[src/include/brs_pkg.sv]
package brs_pkg;

	// widths of the address window compare and the link fields
	localparam int ADDR_NIB_W = 4;
	localparam int SW_W       = 8;
	localparam int IRQ_LINES  = 8;
	localparam int IRQ_IDX_W  = 3;
	localparam int SRC_W      = 2;

	// window granularity in kilobytes, one nibble step of address bits 16-19
	localparam int WINDOW_STEP_KB = 64;

	// switch position n sits at index n-1 of the switch bus
	localparam int SW_LO_A16 = 6;
	localparam int SW_LO_A17 = 4;
	localparam int SW_LO_A18 = 3;
	localparam int SW_LO_A19 = 0;
	localparam int SW_HI_A16 = 7;
	localparam int SW_HI_A17 = 5;
	localparam int SW_HI_A18 = 2;
	localparam int SW_HI_A19 = 1;

	// flag source selection codes for the led, power-fail and bus paths
	localparam logic [SRC_W-1:0] SRC_NONE   = 2'h0;
	localparam logic [SRC_W-1:0] SRC_MULTI  = 2'h1;
	localparam logic [SRC_W-1:0] SRC_SINGLE = 2'h2;
	localparam logic [SRC_W-1:0] SRC_TIE    = 2'h3;

	// link settings as shipped, also the reset value of their synchroniser
	localparam logic [SRC_W-1:0]     SHIP_LED_SRC  = SRC_SINGLE;
	localparam logic [SRC_W-1:0]     SHIP_PF_SRC   = SRC_TIE;
	localparam logic [SRC_W-1:0]     SHIP_BUS_SRC  = SRC_MULTI;
	localparam logic [IRQ_IDX_W-1:0] SHIP_BUS_LINE = 3'h0;

	// reset values
	localparam logic [SW_W-1:0] RST_SWITCH = 8'h00;
	localparam logic [6:0]      RST_BUS_N  = 7'h7f;
	localparam logic            RST_FLAG   = 1'b0;
	localparam logic            RST_ARMED  = 1'b0;

	// bus command cycle states
	typedef enum logic [1:0] {
		BRS_IDLE,
		BRS_READ,
		BRS_WRITE
	} brs_cyc_t;

endpackage

[src/core/brs_range_cmp.sv]
`timescale 1ns/1ps

// inclusive window compare of an address nibble against two boundaries
module brs_range_cmp #(
	parameter int W = 4
) (
	input  wire logic [W-1:0] addr_nib,
	input  wire logic [W-1:0] lo_nib,
	input  wire logic [W-1:0] hi_nib,
	output logic              in_range
);

	// start boundary inclusive, finish boundary inclusive
	assign in_range = (addr_nib >= lo_nib) && (addr_nib <= hi_nib);

endmodule // brs_range_cmp

[src/core/brs_sync.sv]
`timescale 1ns/1ps

// two-flop synchroniser for a group of slow or static pins
module brs_sync #(
	parameter int           W       = 1,
	parameter logic [W-1:0] RST_VAL = '0
) (
	input  wire logic         clk,
	input  wire logic         rst,
	input  wire logic [W-1:0] d,
	output logic      [W-1:0] q
);

	logic [W-1:0] meta;

	// first stage feeds only the second stage
	always_ff @(posedge clk or posedge rst) begin
		if (rst) begin
			meta <= RST_VAL;
			q    <= RST_VAL;
		end else begin
			meta <= d;
			q    <= meta;
		end
	end

endmodule // brs_sync

[src/core/brs_top.sv]
`timescale 1ns/1ps

// Operation
// - compare address bits 16-19 with switch nibbles
// - start nibble from positions 7,5,4,1
// - finish nibble from positions 8,6,3,2
// - closed switch equals logic-one address bit
// - any 64K-aligned 512K window selectable
// - separate flags for uncorrectable and corrected errors
// - uncorrectable flag to power-fail or bus line
// - corrected flag to any bus line
// - only one flag drives the led
// - power-fail line has at most one source
// - never both flags on bus path
// - shipped: single to led, multi to bus
// - write to card clears pending interrupt
// - disarmed until first read after power-up
// - flags latched until write, initialise, power
// - uncorrectable flag resets alike, but leaves the bus while it drives power-fail
module brs_top
	import brs_pkg::*;
(
	input  wire logic                  clk,
	input  wire logic                  rst,
	input  wire logic [ADDR_NIB_W-1:0] adr_hi_n,
	input  wire logic                  mrdc_n,
	input  wire logic                  mwtc_n,
	input  wire logic                  init_n,
	input  wire logic [SW_W-1:0]       range_select_switch,
	input  wire logic [SRC_W-1:0]      led_src_link,
	input  wire logic [SRC_W-1:0]      pf_src_link,
	input  wire logic [SRC_W-1:0]      bus_src_link,
	input  wire logic [IRQ_IDX_W-1:0]  bus_line_link,
	input  wire logic                  ecc_multi_err,
	input  wire logic                  ecc_single_err,
	output logic                       card_select,
	output logic                       error_armed,
	output logic                       multi_err_flag,
	output logic                       error_correction_flag,
	output logic [IRQ_LINES-1:0]       irq_line_o,
	output logic [IRQ_LINES-1:0]       irq_line_oe,
	output logic                       power_fail_irq_line_o,
	output logic                       power_fail_irq_line_oe,
	output logic                       led_on
);

	logic [ADDR_NIB_W-1:0] adr_n_s;
	logic                  mrdc_n_s;
	logic                  mwtc_n_s;
	logic                  init_n_s;
	logic [SW_W-1:0]       sw_s;
	logic [SRC_W-1:0]      led_src;
	logic [SRC_W-1:0]      pf_src;
	logic [SRC_W-1:0]      bus_src;
	logic [IRQ_IDX_W-1:0]  bus_line;
	logic [ADDR_NIB_W-1:0] addr_nib;
	logic [ADDR_NIB_W-1:0] lo_nib;
	logic [ADDR_NIB_W-1:0] hi_nib;
	logic                  in_range;
	brs_cyc_t              state;
	brs_cyc_t              next_state;
	logic                  read_start;
	logic                  write_start;
	logic                  init_act;
	logic                  err_qual;
	logic                  next_pf_o;
	logic                  next_pf_oe;
	logic                  next_led;
	logic [IRQ_LINES-1:0]  next_irq_oe;

	// bus pins are asynchronous to clk
	brs_sync #(
		.W       (7),
		.RST_VAL (RST_BUS_N)
	) u_sync_bus (
		.clk (clk),
		.rst (rst),
		.d   ({adr_hi_n, mrdc_n, mwtc_n, init_n}),
		.q   ({adr_n_s, mrdc_n_s, mwtc_n_s, init_n_s})
	);

	// boundary switches
	brs_sync #(
		.W       (SW_W),
		.RST_VAL (RST_SWITCH)
	) u_sync_sw (
		.clk (clk),
		.rst (rst),
		.d   (range_select_switch),
		.q   (sw_s)
	);

	// routing links, reset to the shipped fitting
	// until the link pins have passed the synchroniser the shipped routing holds
	brs_sync #(
		.W       (3 * SRC_W + IRQ_IDX_W),
		.RST_VAL ({SHIP_LED_SRC, SHIP_PF_SRC, SHIP_BUS_SRC, SHIP_BUS_LINE})
	) u_sync_link (
		.clk (clk),
		.rst (rst),
		.d   ({led_src_link, pf_src_link, bus_src_link, bus_line_link}),
		.q   ({led_src, pf_src, bus_src, bus_line})
	);

	// inverted bus lines: low level is a logic-one address bit
	assign addr_nib = ~adr_n_s;
	assign init_act = ~init_n_s;

	// start nibble, closed switch is a one
	assign lo_nib = {sw_s[SW_LO_A19], sw_s[SW_LO_A18], sw_s[SW_LO_A17], sw_s[SW_LO_A16]};

	// finish nibble, the window ends at this nibble followed by ffff
	assign hi_nib = {sw_s[SW_HI_A19], sw_s[SW_HI_A18], sw_s[SW_HI_A17], sw_s[SW_HI_A16]};

	// 64K-step window over bits 16-19, any aligned span including 512K ones
	brs_range_cmp #(
		.W (ADDR_NIB_W)
	) u_cmp (
		.addr_nib (addr_nib),
		.lo_nib   (lo_nib),
		.hi_nib   (hi_nib),
		.in_range (in_range)
	);

	// command cycle tracking, only commands inside the window are taken
	// read is looked at first; a well-behaved master never issues both at once
	always_comb begin
		next_state = state;
		case (state)
			BRS_IDLE: begin
				if (!mrdc_n_s && in_range) begin
					next_state = BRS_READ;
				end else if (!mwtc_n_s && in_range) begin
					next_state = BRS_WRITE;
				end
			end
			BRS_READ: begin
				if (mrdc_n_s) begin
					next_state = BRS_IDLE;
				end
			end
			BRS_WRITE: begin
				if (mwtc_n_s) begin
					next_state = BRS_IDLE;
				end
			end
			default: begin
				next_state = BRS_IDLE;
			end
		endcase
		if (init_act) begin
			next_state = BRS_IDLE;
		end
	end

	assign read_start  = (state == BRS_IDLE) && (next_state == BRS_READ);
	assign write_start = (state == BRS_IDLE) && (next_state == BRS_WRITE);

	// cycle state register
	always_ff @(posedge clk or posedge rst) begin
		if (rst) begin
			state <= BRS_IDLE;
		end else begin
			state <= next_state;
		end
	end

	// card select follows the taken command; outside the window it stays low
	always_ff @(posedge clk or posedge rst) begin
		if (rst) begin
			card_select <= 1'b0;
		end else begin
			card_select <= (next_state != BRS_IDLE);
		end
	end

	// error logic arms on the first read to the card, writes leave it disarmed
	always_ff @(posedge clk or posedge rst) begin
		if (rst) begin
			error_armed <= RST_ARMED;
		end else if (init_act) begin
			error_armed <= RST_ARMED;
		end else if (read_start) begin
			error_armed <= 1'b1;
		end
	end

	// errors count only while an armed read to this card is in progress
	// a refused or write cycle leaves the error path quiet, so stray data never latches
	assign err_qual = error_armed && (state == BRS_READ);

	// uncorrectable flag: latched, a new error wins over a clear
	always_ff @(posedge clk or posedge rst) begin
		if (rst) begin
			multi_err_flag <= RST_FLAG;
		end else if (ecc_multi_err && err_qual) begin
			multi_err_flag <= 1'b1;
		end else if (write_start || init_act) begin
			multi_err_flag <= 1'b0;
		end
	end

	// corrected-error flag: latched, a new error wins over a clear
	always_ff @(posedge clk or posedge rst) begin
		if (rst) begin
			error_correction_flag <= RST_FLAG;
		end else if (ecc_single_err && err_qual) begin
			error_correction_flag <= 1'b1;
		end else if (write_start || init_act) begin
			error_correction_flag <= 1'b0;
		end
	end

	// power-fail line: one source only, tie drives it high
	always_comb begin
		next_pf_o  = 1'b1;
		next_pf_oe = 1'b0;
		case (pf_src)
			SRC_MULTI: begin
				next_pf_o  = 1'b0;
				next_pf_oe = multi_err_flag;
			end
			SRC_SINGLE: begin
				next_pf_o  = 1'b0;
				next_pf_oe = error_correction_flag;
			end
			SRC_TIE: begin
				next_pf_o  = 1'b1;
				next_pf_oe = 1'b1;
			end
			default: begin
				next_pf_o  = 1'b1;
				next_pf_oe = 1'b0;
			end
		endcase
	end

	// led: one flag at a time, the code cannot select both
	always_comb begin
		next_led = 1'b0;
		case (led_src)
			SRC_MULTI: begin
				next_led = multi_err_flag;
			end
			SRC_SINGLE: begin
				next_led = error_correction_flag;
			end
			default: begin
				next_led = 1'b0;
			end
		endcase
	end

	// bus interrupt lines: one flag on one line, pulled low while set
	// multi stays off the bus when it already drives the power-fail line
	generate
		for (genvar i = 0; i < IRQ_LINES; i++) begin : g_irq
			always_comb begin
				next_irq_oe[i] = 1'b0;
				if (bus_line == IRQ_IDX_W'(i)) begin
					if (bus_src == SRC_MULTI && pf_src != SRC_MULTI) begin
						next_irq_oe[i] = multi_err_flag;
					end else if (bus_src == SRC_SINGLE) begin
						next_irq_oe[i] = error_correction_flag;
					end
				end
			end
		end
	endgenerate

	// bus interrupt pins, open-collector so the data side only ever pulls low
	always_ff @(posedge clk or posedge rst) begin
		if (rst) begin
			irq_line_o  <= '0;
			irq_line_oe <= '0;
		end else begin
			irq_line_o  <= '0; // open-collector, only ever pulls low
			irq_line_oe <= next_irq_oe;
		end
	end

	// power-fail pin, released during reset until the links are known
	always_ff @(posedge clk or posedge rst) begin
		if (rst) begin
			power_fail_irq_line_o  <= 1'b1;
			power_fail_irq_line_oe <= 1'b0;
		end else begin
			power_fail_irq_line_o  <= next_pf_o;
			power_fail_irq_line_oe <= next_pf_oe;
		end
	end

	// front led
	always_ff @(posedge clk or posedge rst) begin
		if (rst) begin
			led_on <= 1'b0;
		end else begin
			led_on <= next_led;
		end
	end

endmodule // brs_top

[config.mk]
export PLATFORM = sky130hd
export DESIGN_NAME = brs_top
export DESIGN_NICKNAME = d
export VERILOG_FILES = /design/src/include/brs_pkg.sv /design/src/core/brs_range_cmp.sv /design/src/core/brs_sync.sv /design/src/core/brs_top.sv
export SDC_FILE = /design/constraint.sdc
export NUM_CORES = 1
export LEC_CHECK = 0
export BUFFER_PORTS_ARGS = -buffer_cell sky130_fd_sc_hd__buf_2
export CORE_MARGIN = 4
export CORE_UTILIZATION = 35
export DETAILED_ROUTE_END_ITERATION = 7
export PLACE_DENSITY = 0.58
export SLEW_MARGIN = 20
export SYNTH_ARGS = -nofsm -noshare
export SYNTH_HDL_FRONTEND = slang
export SYNTH_SLANG_ARGS = --single-unit
[constraint.sdc]
create_clock -name clk -period 3.2 [get_ports clk]
set_input_delay 0.32 -clock clk [delete_from_list [all_inputs] [get_ports clk]]
set_output_delay 0.32 -clock clk [all_outputs]
set_load 0.01 [all_outputs]
======== Word level (Yosys, flattened, before mapping) ========
Index checks and enable logic that the tools add are counted.
word-level totals
  output and inout port bits .............. 23
  bits in registers ....................... 65
operators by class
  equality and inequality tests ........... 20
  magnitude comparators ................... 2
  mux-type cells .......................... 24
  reduce and logical (&&, ||, !) cells .... 18
  bitwise gates (word level) .............. 2
operators with widths
  kind                number
  $mux 1              16
  $eq 2x2->1 const B  6
  $eq 3x3->1 const B  4
  $eq 2x1->1 const B  5
  $mux 2              5
  $logic_and 1x1->1   9
  $eq 3x2->1 const B  2
  $pmux 2 s3          1
  $reduce_bool 2->1   3
  $ge 4x4->1          1
  $le 4x4->1          1
  $not 4->4           1
  $eq 3x1->1 const B  1
  $logic_not 3->1     1
  $pmux 1 s3          1
  $logic_not 1->1     2
  $logic_not 2->1     1
  $ne 2x1->1 const B  1
  $ne 2x2->1 const B  1
  $pmux 1 s2          1
  $reduce_or 2->1     1
  $logic_or 1x1->1    1
  $not 1->1           1

======== Longest topological paths before layout ========
Gate-level depths: netlist of the first run.
  depth in word-level cells ............... 13
  depth in mapped cells ................... 7
  depth with buffers taken out ............ 7

======== By module ========
Synthesis of the first run repeated with hierarchy kept, for this count alone.
unflattened totals
  cell total of the unflattened synthesis .. 155
  area total of the unflattened synthesis .. 2,265.9 um^2
modules (own cells, without submodules)
  module                   area each (um^2)  sequential area each (um^2)  cells each  times used
  brs_top                  829.5             426.7                        78          1
  brs_sync at u_sync_link  464.2             460.4                        19          1
  brs_sync at u_sync_sw    404.1             400.4                        17          1
  brs_sync at u_sync_bus   371.6             367.9                        15          1
  brs_range_cmp            196.4             0.0                          26          1

======== Worst setup path before layout of the first run ========
OpenSTA, ideal clock, no wires.
  kind .................................... register to register
  start ................................... reg u_sync_bus.q[4]
  end ..................................... reg state[0]
  arrival time ............................ 1,688 ps
  slack ................................... 1,446 ps
  buffers on the path ..................... 0
  stages on the path, launching flop included .. 8
  clock period less this slack ............ 1,754 ps
  cell sequence ........................... dfstp_2 inv_1 ha_1 nor2b_1 o211ai_2 a21oi_2 a2111oi_4 and2_1
between the ends
  word-level cells in the longest chain between the ends .. 8
  elaborated cells on any way between the ends .. 10
  classes of those cells .................. 2 x order compare; 4 x mux; 1 x bitwise; 3 x reduce/logical
RTL lines
  what                                      line                 source
  from (decl)                               brs_sync.sv:11       output logic [W-1:0] q
  from (signal assigned)                    brs_sync.sv:23       q <= meta;
  $not 4->4 *                               brs_top.sv:106       assign addr_nib = ~adr_n_s;
  $ge 4x4->1 or $le 4x4->1 (tied branches)  brs_range_cmp.sv:14  assign in_range = (addr_nib >= lo_nib) && (addr_nib <= hi_nib);
  $logic_and 1x1->1 *                       brs_range_cmp.sv:14
  $logic_and 1x1->1                         brs_top.sv:133       end else if (!mwtc_n_s && in_range) begin
  $mux 2                                    brs_top.sv:133
  $mux 2 *                                  brs_top.sv:131       if (!mrdc_n_s && in_range) begin
  $pmux 2 s3 *                              brs_top.sv:129       case (state)
  $mux 2 *                                  brs_top.sv:151       if (init_act) begin
  named net next_state[0]                   brs_top.sv:61        brs_cyc_t next_state;
  to (signal assigned)                      brs_top.sv:164       state <= next_state;
  to (decl)                                 brs_top.sv:60        brs_cyc_t state;
Mark *: on every way through the listed nets, which the timed path passes. The rest lies on a longest branch.
A chain may end at the register's enable or synchronous reset.

======== Worst setup path in the final report of the first run ========
  start ................................... reg u_sync_bus.q[4]
  end ..................................... reg card_select
between the ends
  word-level cells in the longest chain between the ends .. 9
  elaborated cells on any way between the ends .. 11
  classes of those cells .................. 2 x order compare; 4 x mux; 1 x bitwise; 4 x reduce/logical
RTL lines
  what                                      line                 source
  $not 4->4 *                               brs_top.sv:106
  $ge 4x4->1 or $le 4x4->1 (tied branches)  brs_range_cmp.sv:14
  $logic_and 1x1->1 *                       brs_range_cmp.sv:14
  $logic_and 1x1->1                         brs_top.sv:133
  $mux 2                                    brs_top.sv:133
  $mux 2 *                                  brs_top.sv:131
  $pmux 2 s3 *                              brs_top.sv:129
  $mux 2 *                                  brs_top.sv:151
  $reduce_bool 2->1 *                       brs_top.sv:173       card_select <= (next_state != BRS_IDLE);
  to (signal assigned)                      brs_top.sv:173
  to (decl)                                 brs_top.sv:36        output logic card_select,
Every way passes the cells marked *; elsewhere a longest branch is shown, timed or not.

==> impl_metrics.toml, run 1 <==
[cts]
cts_tree = "built"
cts.reportedPaths.clkPinSlew_ns = 0.07
post_cts_resized = 0
h-tree-depth = 3
cts_buffers = 9
post_cts_buffers = 0
clockRootBuffer = "clkbuf_8"
postCtsHoldBufs = 0
clock_path_buffers = 2
cts.sinks = 65
insertion_delay_ns = 0.33

[cells_and_area]
diodes = 0
finish.utilization = 0.435
nets = 250
drive_above_1_share = 0.399
synthToLayoutAreaGrowth_pct = 21.5
mostFrequentLayoutCells = "dfrtp_1 (42), buf_2 (42), dfstp_2 (23)"

[global_routing]
global_route.usage.total = 0.0906
grt_max_degree = 34
antenna_found_initial = 0
grt_pass1_vias = 1161
grt_remaining_overflow = 0
grt_pass1_wl_um = 5060

[placed_design]
place_ws_ns = 1.35
globalplace.congestion = 0.786
detailed_place_hpwl_um = 2230
io_buffer_count = 42

[hold_path]
hold_path_class = "input pin to async pin"

[worst_setup_path]
cp_max_fo = 5
crit_type = "register to register"
cp.arrival_ns = 2.13
start_kind = "register"
critical_path_required_ns = 3.47
endpoint_kind = "register"

[floorplanning]
dieArea_mm2 = 0.00781
start_util = 0.358
ios = 51
coreArea_mm2 = 0.00631
fp.dieW_um = 88.4
row_count = 29
die-height_um = 88.4

[sta]
worstMarginPinSlew_ns = 0.636
setup_viol_count_final = 0
finalSetupTns_ns = 0
slew_violations = 0
skew_ns = 0.00567
slew_headroom = 0.575
rsz0062_at_grt = "no"
max_freq_mhz = 536
setup_ws_ns = 1.34
finalHoldViolations = 0
timing.hold.ws_ns = 0.0719
min_period_ns = 1.86
finalCritPeriodShare = 0.583

[yosys]
ys_types = 28
avgSynthCellArea_um2 = 14.6
synth_seq_cells = 65
synth.cell_area_mm2 = 0.00226
ys_warn_count = 0
synthCells = 155
synth.yosys.seq_area_share = 0.732

[detailed_routing]
via_per_inst = 4.14
routedWlPerCell_um = 10.5
dr.pass1.iters = 3
drc = 0
ant_nets = 0
vias = 1200
drt_iter0_markers = 30
wl_um = 3050

[run]
drv_cap = 0

[power]
leakage_nw = 1.37
peakVddDrop_v = 0.000294
powerDensity_mw_per_mm2 = 606

[run_status]
status = "finished, final reports clean"
worst max-delay path, cell delays in order (launching register included):
cell       delay [ns]
dfstp_2          0.52
inv_1            0.05
ha_1             0.29
nor2b_1          0.14
o211ai_2         0.14
a21oi_2          0.12
a2111oi_4        0.37
o21a_1           0.17
cell type report:
class / instances / area [µm²]
clock buffer: 12 / 155
clock inverter: 4 / 51.3
fill: 592 / 3560
inverter: 17 / 63.8
multi-input combinational: 72 / 509
sequential: 65 / 1660
tap: 77 / 96.3
timing repair buffer: 43 / 218
where the power goes:
part           switching, mW  total (mW)  internal, mW
combinational         0.0545      0.0928        0.0383
sequential            0.0157       0.886         0.871
clock                  0.284       0.687         0.402
total                  0.355        1.67          1.31
cell families (layout without fill, tap and decap cells):
logic type / count (synthesis) / after routing / synth area share
DFF: 65 / 65 / 0.732
other: 1 / 8 / 0.00166
adders and majority gates: 14 / 14 / 0.0774
and+or+nand+nor: 34 / 34 / 0.0758
buffers and inverters: 25 / 76 / 0.0548
AOI/OAI and AO/OA: 16 / 16 / 0.0586
synthesized netlist by cell type:
cell type,number,share of area
dfrtp_1,42,0.46
dfstp_2,23,0.27
inv_1,17,0.028
ha_1,14,0.077
nor2_1,13,0.022
buf_4,8,0.027
nand2_1,6,0.010
a21oi_1,3,0.0066
a22oi_1,3,0.010
nand2b_1,3,0.0083
nor3_1,3,0.0066
nor2b_1,2,0.0055
o21a_1,2,0.0066
o21ai_0,2,0.0044
a2111oi_4,1,0.012
a21oi_2,1,0.0039
a221oi_1,1,0.0039
and2_1,1,0.0028
and3_1,1,0.0028
and4_1,1,0.0039
conb_1,1,0.0017
nand3b_1,1,0.0033
nand4bb_1,1,0.0050
nor3b_1,1,0.0033
nor4_1,1,0.0028
o211ai_1,1,0.0033
o211ai_2,1,0.0055
o21ai_1,1,0.0022
state kept, by name, indices dropped and copies added, names as in the netlist, 2 cells and up:
signal / cells
irq_line_oe: 8
state: 2
u_sync_bus.meta: 7
u_sync_bus.q: 7
u_sync_link.meta: 9
u_sync_link.q: 9
u_sync_sw.meta: 8
u_sync_sw.q: 8
per-stage QoR:
| step | instances | instance area, µm² | total power [mW] |
|---|---|---|---|
| after floorplan | 162 | 2290 | 0.965 |
| after global placement | 274 | 2540 | 0.995 |
| after detailed placement | 274 | 2540 | 0.996 |
| after CTS | 290 | 2750 | 1.70 |
| after global routing | 290 | 2750 | 1.75 |
| final | 290 | 2750 | 1.67 |
worst paths after layout:
kind                       depth (start not counted)                 end                 from  slack, ns
max                                                7         card_select      u_sync_bus.q[4]       1.34
min                                                2   u_sync_sw.meta[5]                  rst       0.07
max reg2reg                                        7         card_select      u_sync_bus.q[4]       1.34
min reg2reg                                        0    u_sync_link.q[4]  u_sync_link.meta[4]       0.35
max in group asynchronous                          3     u_sync_bus.q[6]                  rst       2.25
min in group clk                                   1  u_sync_bus.meta[3]          adr_hi_n[0]       0.08
routing by layer:
layer / vias up / global-route usage / share of wire
met5: - / 0 / 0
met4: 0 / 0.0701 / 0.032
li1: 595 / - / -
met1: 560 / 0.103 / 0.42
met3: 10 / 0.0503 / 0.082
met2: 35 / 0.126 / 0.47
Power figures use the tool's default switching activity.
==> run 2, diff against run 1 <==
Clock period 3.2 ns to 1.9 ns, I/O delays scaled along.
==> run 2 against run 1 <==
Compared with the run above:
- clock skew rose by 0.0033 ns
- routed wire length up 16%
- sequential share of layout area fell by 5.7 points
- clock-buffer cell count up 2
==> impl_metrics.toml, run 2 (synthesis gave the netlist of run 1 again) <==
[cts]
cts.sinks = 65
clockRootBuffer = "clkbuf_8"
clock_path_buffers = 2
h-tree-depth = 3
post_cts_buffers = 0
cts_buffers = 9
cts.reportedPaths.clkPinSlew_ns = 0.06
insertion_delay_ns = 0.33
cts_tree = "built"

[sta]
finalHoldViolations = 0
setup_viol_count_final = 0
min_period_ns = 1.81
worstMarginPinSlew_ns = 0.520
slew_violations = 0
slew_headroom = 0.653
skew_ns = 0.00893
finalCritPeriodShare = 0.955
max_freq_mhz = 551

[cells_and_area]
layout.cells.non_filler = 315
diodes = 0
finish.utilization = 0.481
final-seq-area_mm2 = 0.00166
mostFrequentLayoutCells = "dfrtp_1 (42), buf_2 (42), dlygate4sd3_1 (25)"
drive_above_1_share = 0.366
fill_cells = 571
synthToLayoutAreaGrowth_pct = 34.3
reg.largest.list = "u_sync_link.meta: 9 flops, u_sync_link.q: 9 flops"
nets = 275
multiInputGateArea_um2 = 542
fin_area_mm2 = 0.00304

[detailed_routing]
drc = 0
dr.pass1.iters = 4
via_per_inst = 4.19
ant_nets = 0
vias = 1319
drt_iter0_markers = 30
routedWlPerCell_um = 11.2
wl_um = 3540

[floorplanning]
coreArea_mm2 = 0.00631
ios = 51
fp.dieW_um = 88.4
row_count = 29
start_util = 0.358
die-height_um = 88.4
dieArea_mm2 = 0.00781

[global_routing]
global_route.usage.total = 0.105
grt_pass1_vias = 1329
grt_remaining_overflow = 0
grt_max_degree = 42
grt_pass1_wl_um = 5880
antenna_found_initial = 0

[hold_path]
hold_path_class = "input pin to register"

[worst_setup_path]
critical_path_required_ns = 2.16
endpoint_kind = "register"
cp.arrival_ns = 2.08
start_kind = "register"
cp_max_fo = 5
crit_type = "register to register"

[placed_design]
detailed_place_hpwl_um = 2280
globalplace.congestion = 0.737
dpl.cell_count = 274
io_buffer_count = 42
place_area_mm2 = 0.00255

[power]
powerDensity_mw_per_mm2 = 940
leakage_nw = 1.48
peakVddDrop_v = 0.000572

[run_status]
status = "finished, final reports clean"

[run]
drv_cap = 0
## run 2: changes by cell type in the layout (fill, tap and decap cells not counted), sizes merged
cell,previous run,this run
clkinv,2,0
clkbuf,12,14
dlygate4sd3,0,25
## run 2: final cells by class
cell class	instances	share of cell area
Clock inverter	2	0.0124
Multi-Input combinational cell	72	0.178
Tap cell	77	0.0317
Inverter	17	0.0210
Clock buffer	14	0.0535
Sequential cell	65	0.545
Timing Repair Buffer	68	0.158
## run 2: report_power, final
part	total (mW)	internal, mW	switching [mW]
Clock	1.15	0.680	0.471
Sequential	1.49	1.47	0.0264
Combinational	0.213	0.106	0.107
Total	2.86	2.25	0.604
## run 2: what timing repair did
action                                  in CTS  in global routing
endpoints found under the setup margin       0                  4
hold buffers                                25                  0
endpoints found under the hold margin       40                  0
gates resized for setup                      0                  5
## run 2: per-stage QoR
step                hold slack (ns)  total power [mW]  setup TNS, ns  worst slack [ns]
finish                        0.125              2.86              0            0.0856
global route                  0.109              3.01       -0.00631          -0.00631
CTS                           0.109              2.88              0           0.00866
detailed placement            0.258              1.68              0            0.0234
global placement              0.252              1.68              0            0.0935
floorplan                     0.194              1.63              0             0.122
## run 2: worst max-delay path: stages, from the launching register on
cell and delay [ns]:
dfstp_2 0.52, inv_1 0.07, ha_4 0.21, nor2b_2 0.15, o211ai_2 0.21, a21oi_4 0.11
a2111oi_4 0.32, and2_1 0.17
## run 2: worst paths after layout
path,startpoint,to,slack (ns),cells past startpoint
min,ecc_single_err,error_correction_flag,0.13,3
max in group asynchronous,rst,u_sync_bus.meta[1],0.82,4
max reg2reg,u_sync_bus.q[4],state[0],0.09,7
max,u_sync_bus.q[4],state[0],0.09,7
min in group asynchronous,rst,u_sync_link.q[2],0.43,3
min reg2reg,u_sync_sw.meta[6],u_sync_sw.q[6],0.35,0
## run 2: routing by layer
layer	track usage	share of wire	vias to the layer above
li1	-	-	642
met1	0.125	0.42	637
met2	0.153	0.49	35
met3	0.0503	0.071	5
met4	0.0618	0.018	0
met5	0	0	-
==> run 3, diff against run 2 <==
Settings changed: CORE_UTILIZATION 35 to 40, PLACE_DENSITY 0.58 to 0.64.
Clock period 1.9 ns to 2.2 ns, I/O delays scaled along.
==> run 3 against run 2 <==
Compared with the run above:
- global-route usage is 2.2 points higher
- register-to-register slack better by 0.26 ns
- hold slack better by 0.0024 ns
- clock power is 17% lower
- setup slack better by 0.26 ns
- core utilization is 6.1 points higher
==> impl_metrics.toml, run 3 (synthesis gave the netlist of run 1 again) <==
[run_status]
status = "finished, final reports clean"

[sta]
max_freq_mhz = 539
slew_headroom = 0.596
finalSetupTns_ns = 0
skew_ns = 0.00796
finalCritPeriodShare = 0.843
setup_viol_count_final = 0
rsz0062_at_grt = "no"
min_period_ns = 1.85
worstMarginPinSlew_ns = 0.605
finalHoldViolations = 0
slew_violations = 0

[cells_and_area]
drive_above_1_share = 0.357
mostFrequentLayoutCells = "dfrtp_1 (42), buf_2 (42), dlygate4sd3_1 (25)"
reg.largest.list = "u_sync_link.meta: 9 flops, u_sync_link.q: 9 flops"
synthToLayoutAreaGrowth_pct = 32.0
finish.utilization = 0.542
fin_area_mm2 = 0.00299
fill_cells = 457
nets = 275
diodes = 0

[floorplanning]
ios = 51
die-height_um = 83.2
fp.dieW_um = 83.2
start_util = 0.411
row_count = 27
coreArea_mm2 = 0.00551
dieArea_mm2 = 0.00692

[global_routing]
global_route.usage.total = 0.127
grt_pass1_wl_um = 6800
grt_remaining_overflow = 0
grt_max_degree = 38
antenna_found_initial = 0
grt_pass1_vias = 1498

[cts]
cts.sinks = 65
cts_buffers = 9
cts.reportedPaths.clkPinSlew_ns = 0.07
cts_tree = "built"
clockRootBuffer = "clkbuf_8"
post_cts_buffers = 0
clock_path_buffers = 2
insertion_delay_ns = 0.34
h-tree-depth = 3

[worst_setup_path]
start_kind = "register"
cp_max_fo = 5
crit_type = "register to register"
endpoint_kind = "register"
r2r_slack_ns = 0.35
critical_path_required_ns = 2.47
cp.arrival_ns = 2.12

[detailed_routing]
vias = 1347
ant_nets = 0
routedWlPerCell_um = 12.4
dr.pass1.iters = 4
drt_iter0_markers = 87
via_per_inst = 4.35
drc = 0
wl_um = 3840

[placed_design]
io_buffer_count = 42
globalplace.congestion = 0.785
place_area_mm2 = 0.00255
detailed_place_hpwl_um = 2450

[power]
leakage_nw = 1.48
powerDensity_mw_per_mm2 = 812
peakVddDrop_v = 0.000482
total_power_mw = 2.42

[run]
drv_cap = 0

[hold_path]
hold_path_class = "input pin to register"
run 3: cell count changes in the layout (fill, tap and decap cells not counted), sizes merged:
| cell | previous run | this run |
|---|---|---|
| clkbuf | 14 | 10 |
| clkinvlp | 1 | 0 |
| clkinv | 0 | 5 |
run 3: cell type report:
type,count,area (µm²),area share
multi-input combinational,72,509,0.171
tap,72,90.1,0.0302
clock buffer,10,128,0.0427
clock inverter,6,58.8,0.0197
sequential,65,1660,0.554
inverter,17,63.8,0.0214
timing repair buffer,68,480,0.161
run 3: layer usage:
metal	vias up	wire length (µm)	GRT usage
met3	5	261	0.0486
li1	642	-	-
met5	-	0	0
met2	48	1840	0.196
met4	0	61	0.0713
met1	652	1680	0.152
run 3: critical path: stages (launching register included):
cell       delay (ns)
dfstp_2          0.51
inv_1            0.05
ha_1             0.29
nor2b_1          0.14
o211ai_2         0.14
a21oi_2          0.12
a2111oi_4        0.36
and2_1           0.18
run 3: worst paths after layout:
check,startpoint,end,cells after the start
worst max-delay path,u_sync_bus.q[4],state[0],7
worst min register to register,u_sync_sw.meta[1],u_sync_sw.q[1],0
max in group asynchronous,rst,u_sync_link.q[8],4
worst max register to register,u_sync_bus.q[4],state[0],7
min in group asynchronous,rst,u_sync_sw.meta[6],3
worst min-delay path,ecc_multi_err,multi_err_flag,3
run 3: timing repair:
item | 4_1_cts | 5_1_grt
hold buffers | 25 | 0
endpoints found under the hold margin | 44 | 0
endpoints found under the setup margin | 0 | 0
gates resized for setup | 0 | 0
run 3: power by group:
part	total, mW	internal, mW	switching [mW]
Combinational	0.177	0.0879	0.0890
Clock	0.957	0.517	0.440
Sequential	1.29	1.27	0.0233
run 3: metrics by stage:
| stage | setup WS (ns) | std cells | hold WS [ns] |
|---|---|---|---|
| 6_report | 0.345 | 310 | 0.128 |
| 5_1_grt | 0.120 | 310 | 0.129 |
| 4_1_cts | 0.336 | 310 | 0.116 |
| 3_5_place_dp | 0.363 | 269 | 0.326 |
| 3_3_place_gp | 0.396 | 269 | 0.321 |
| 2_1_floorplan | 0.392 | 162 | 0.224 |
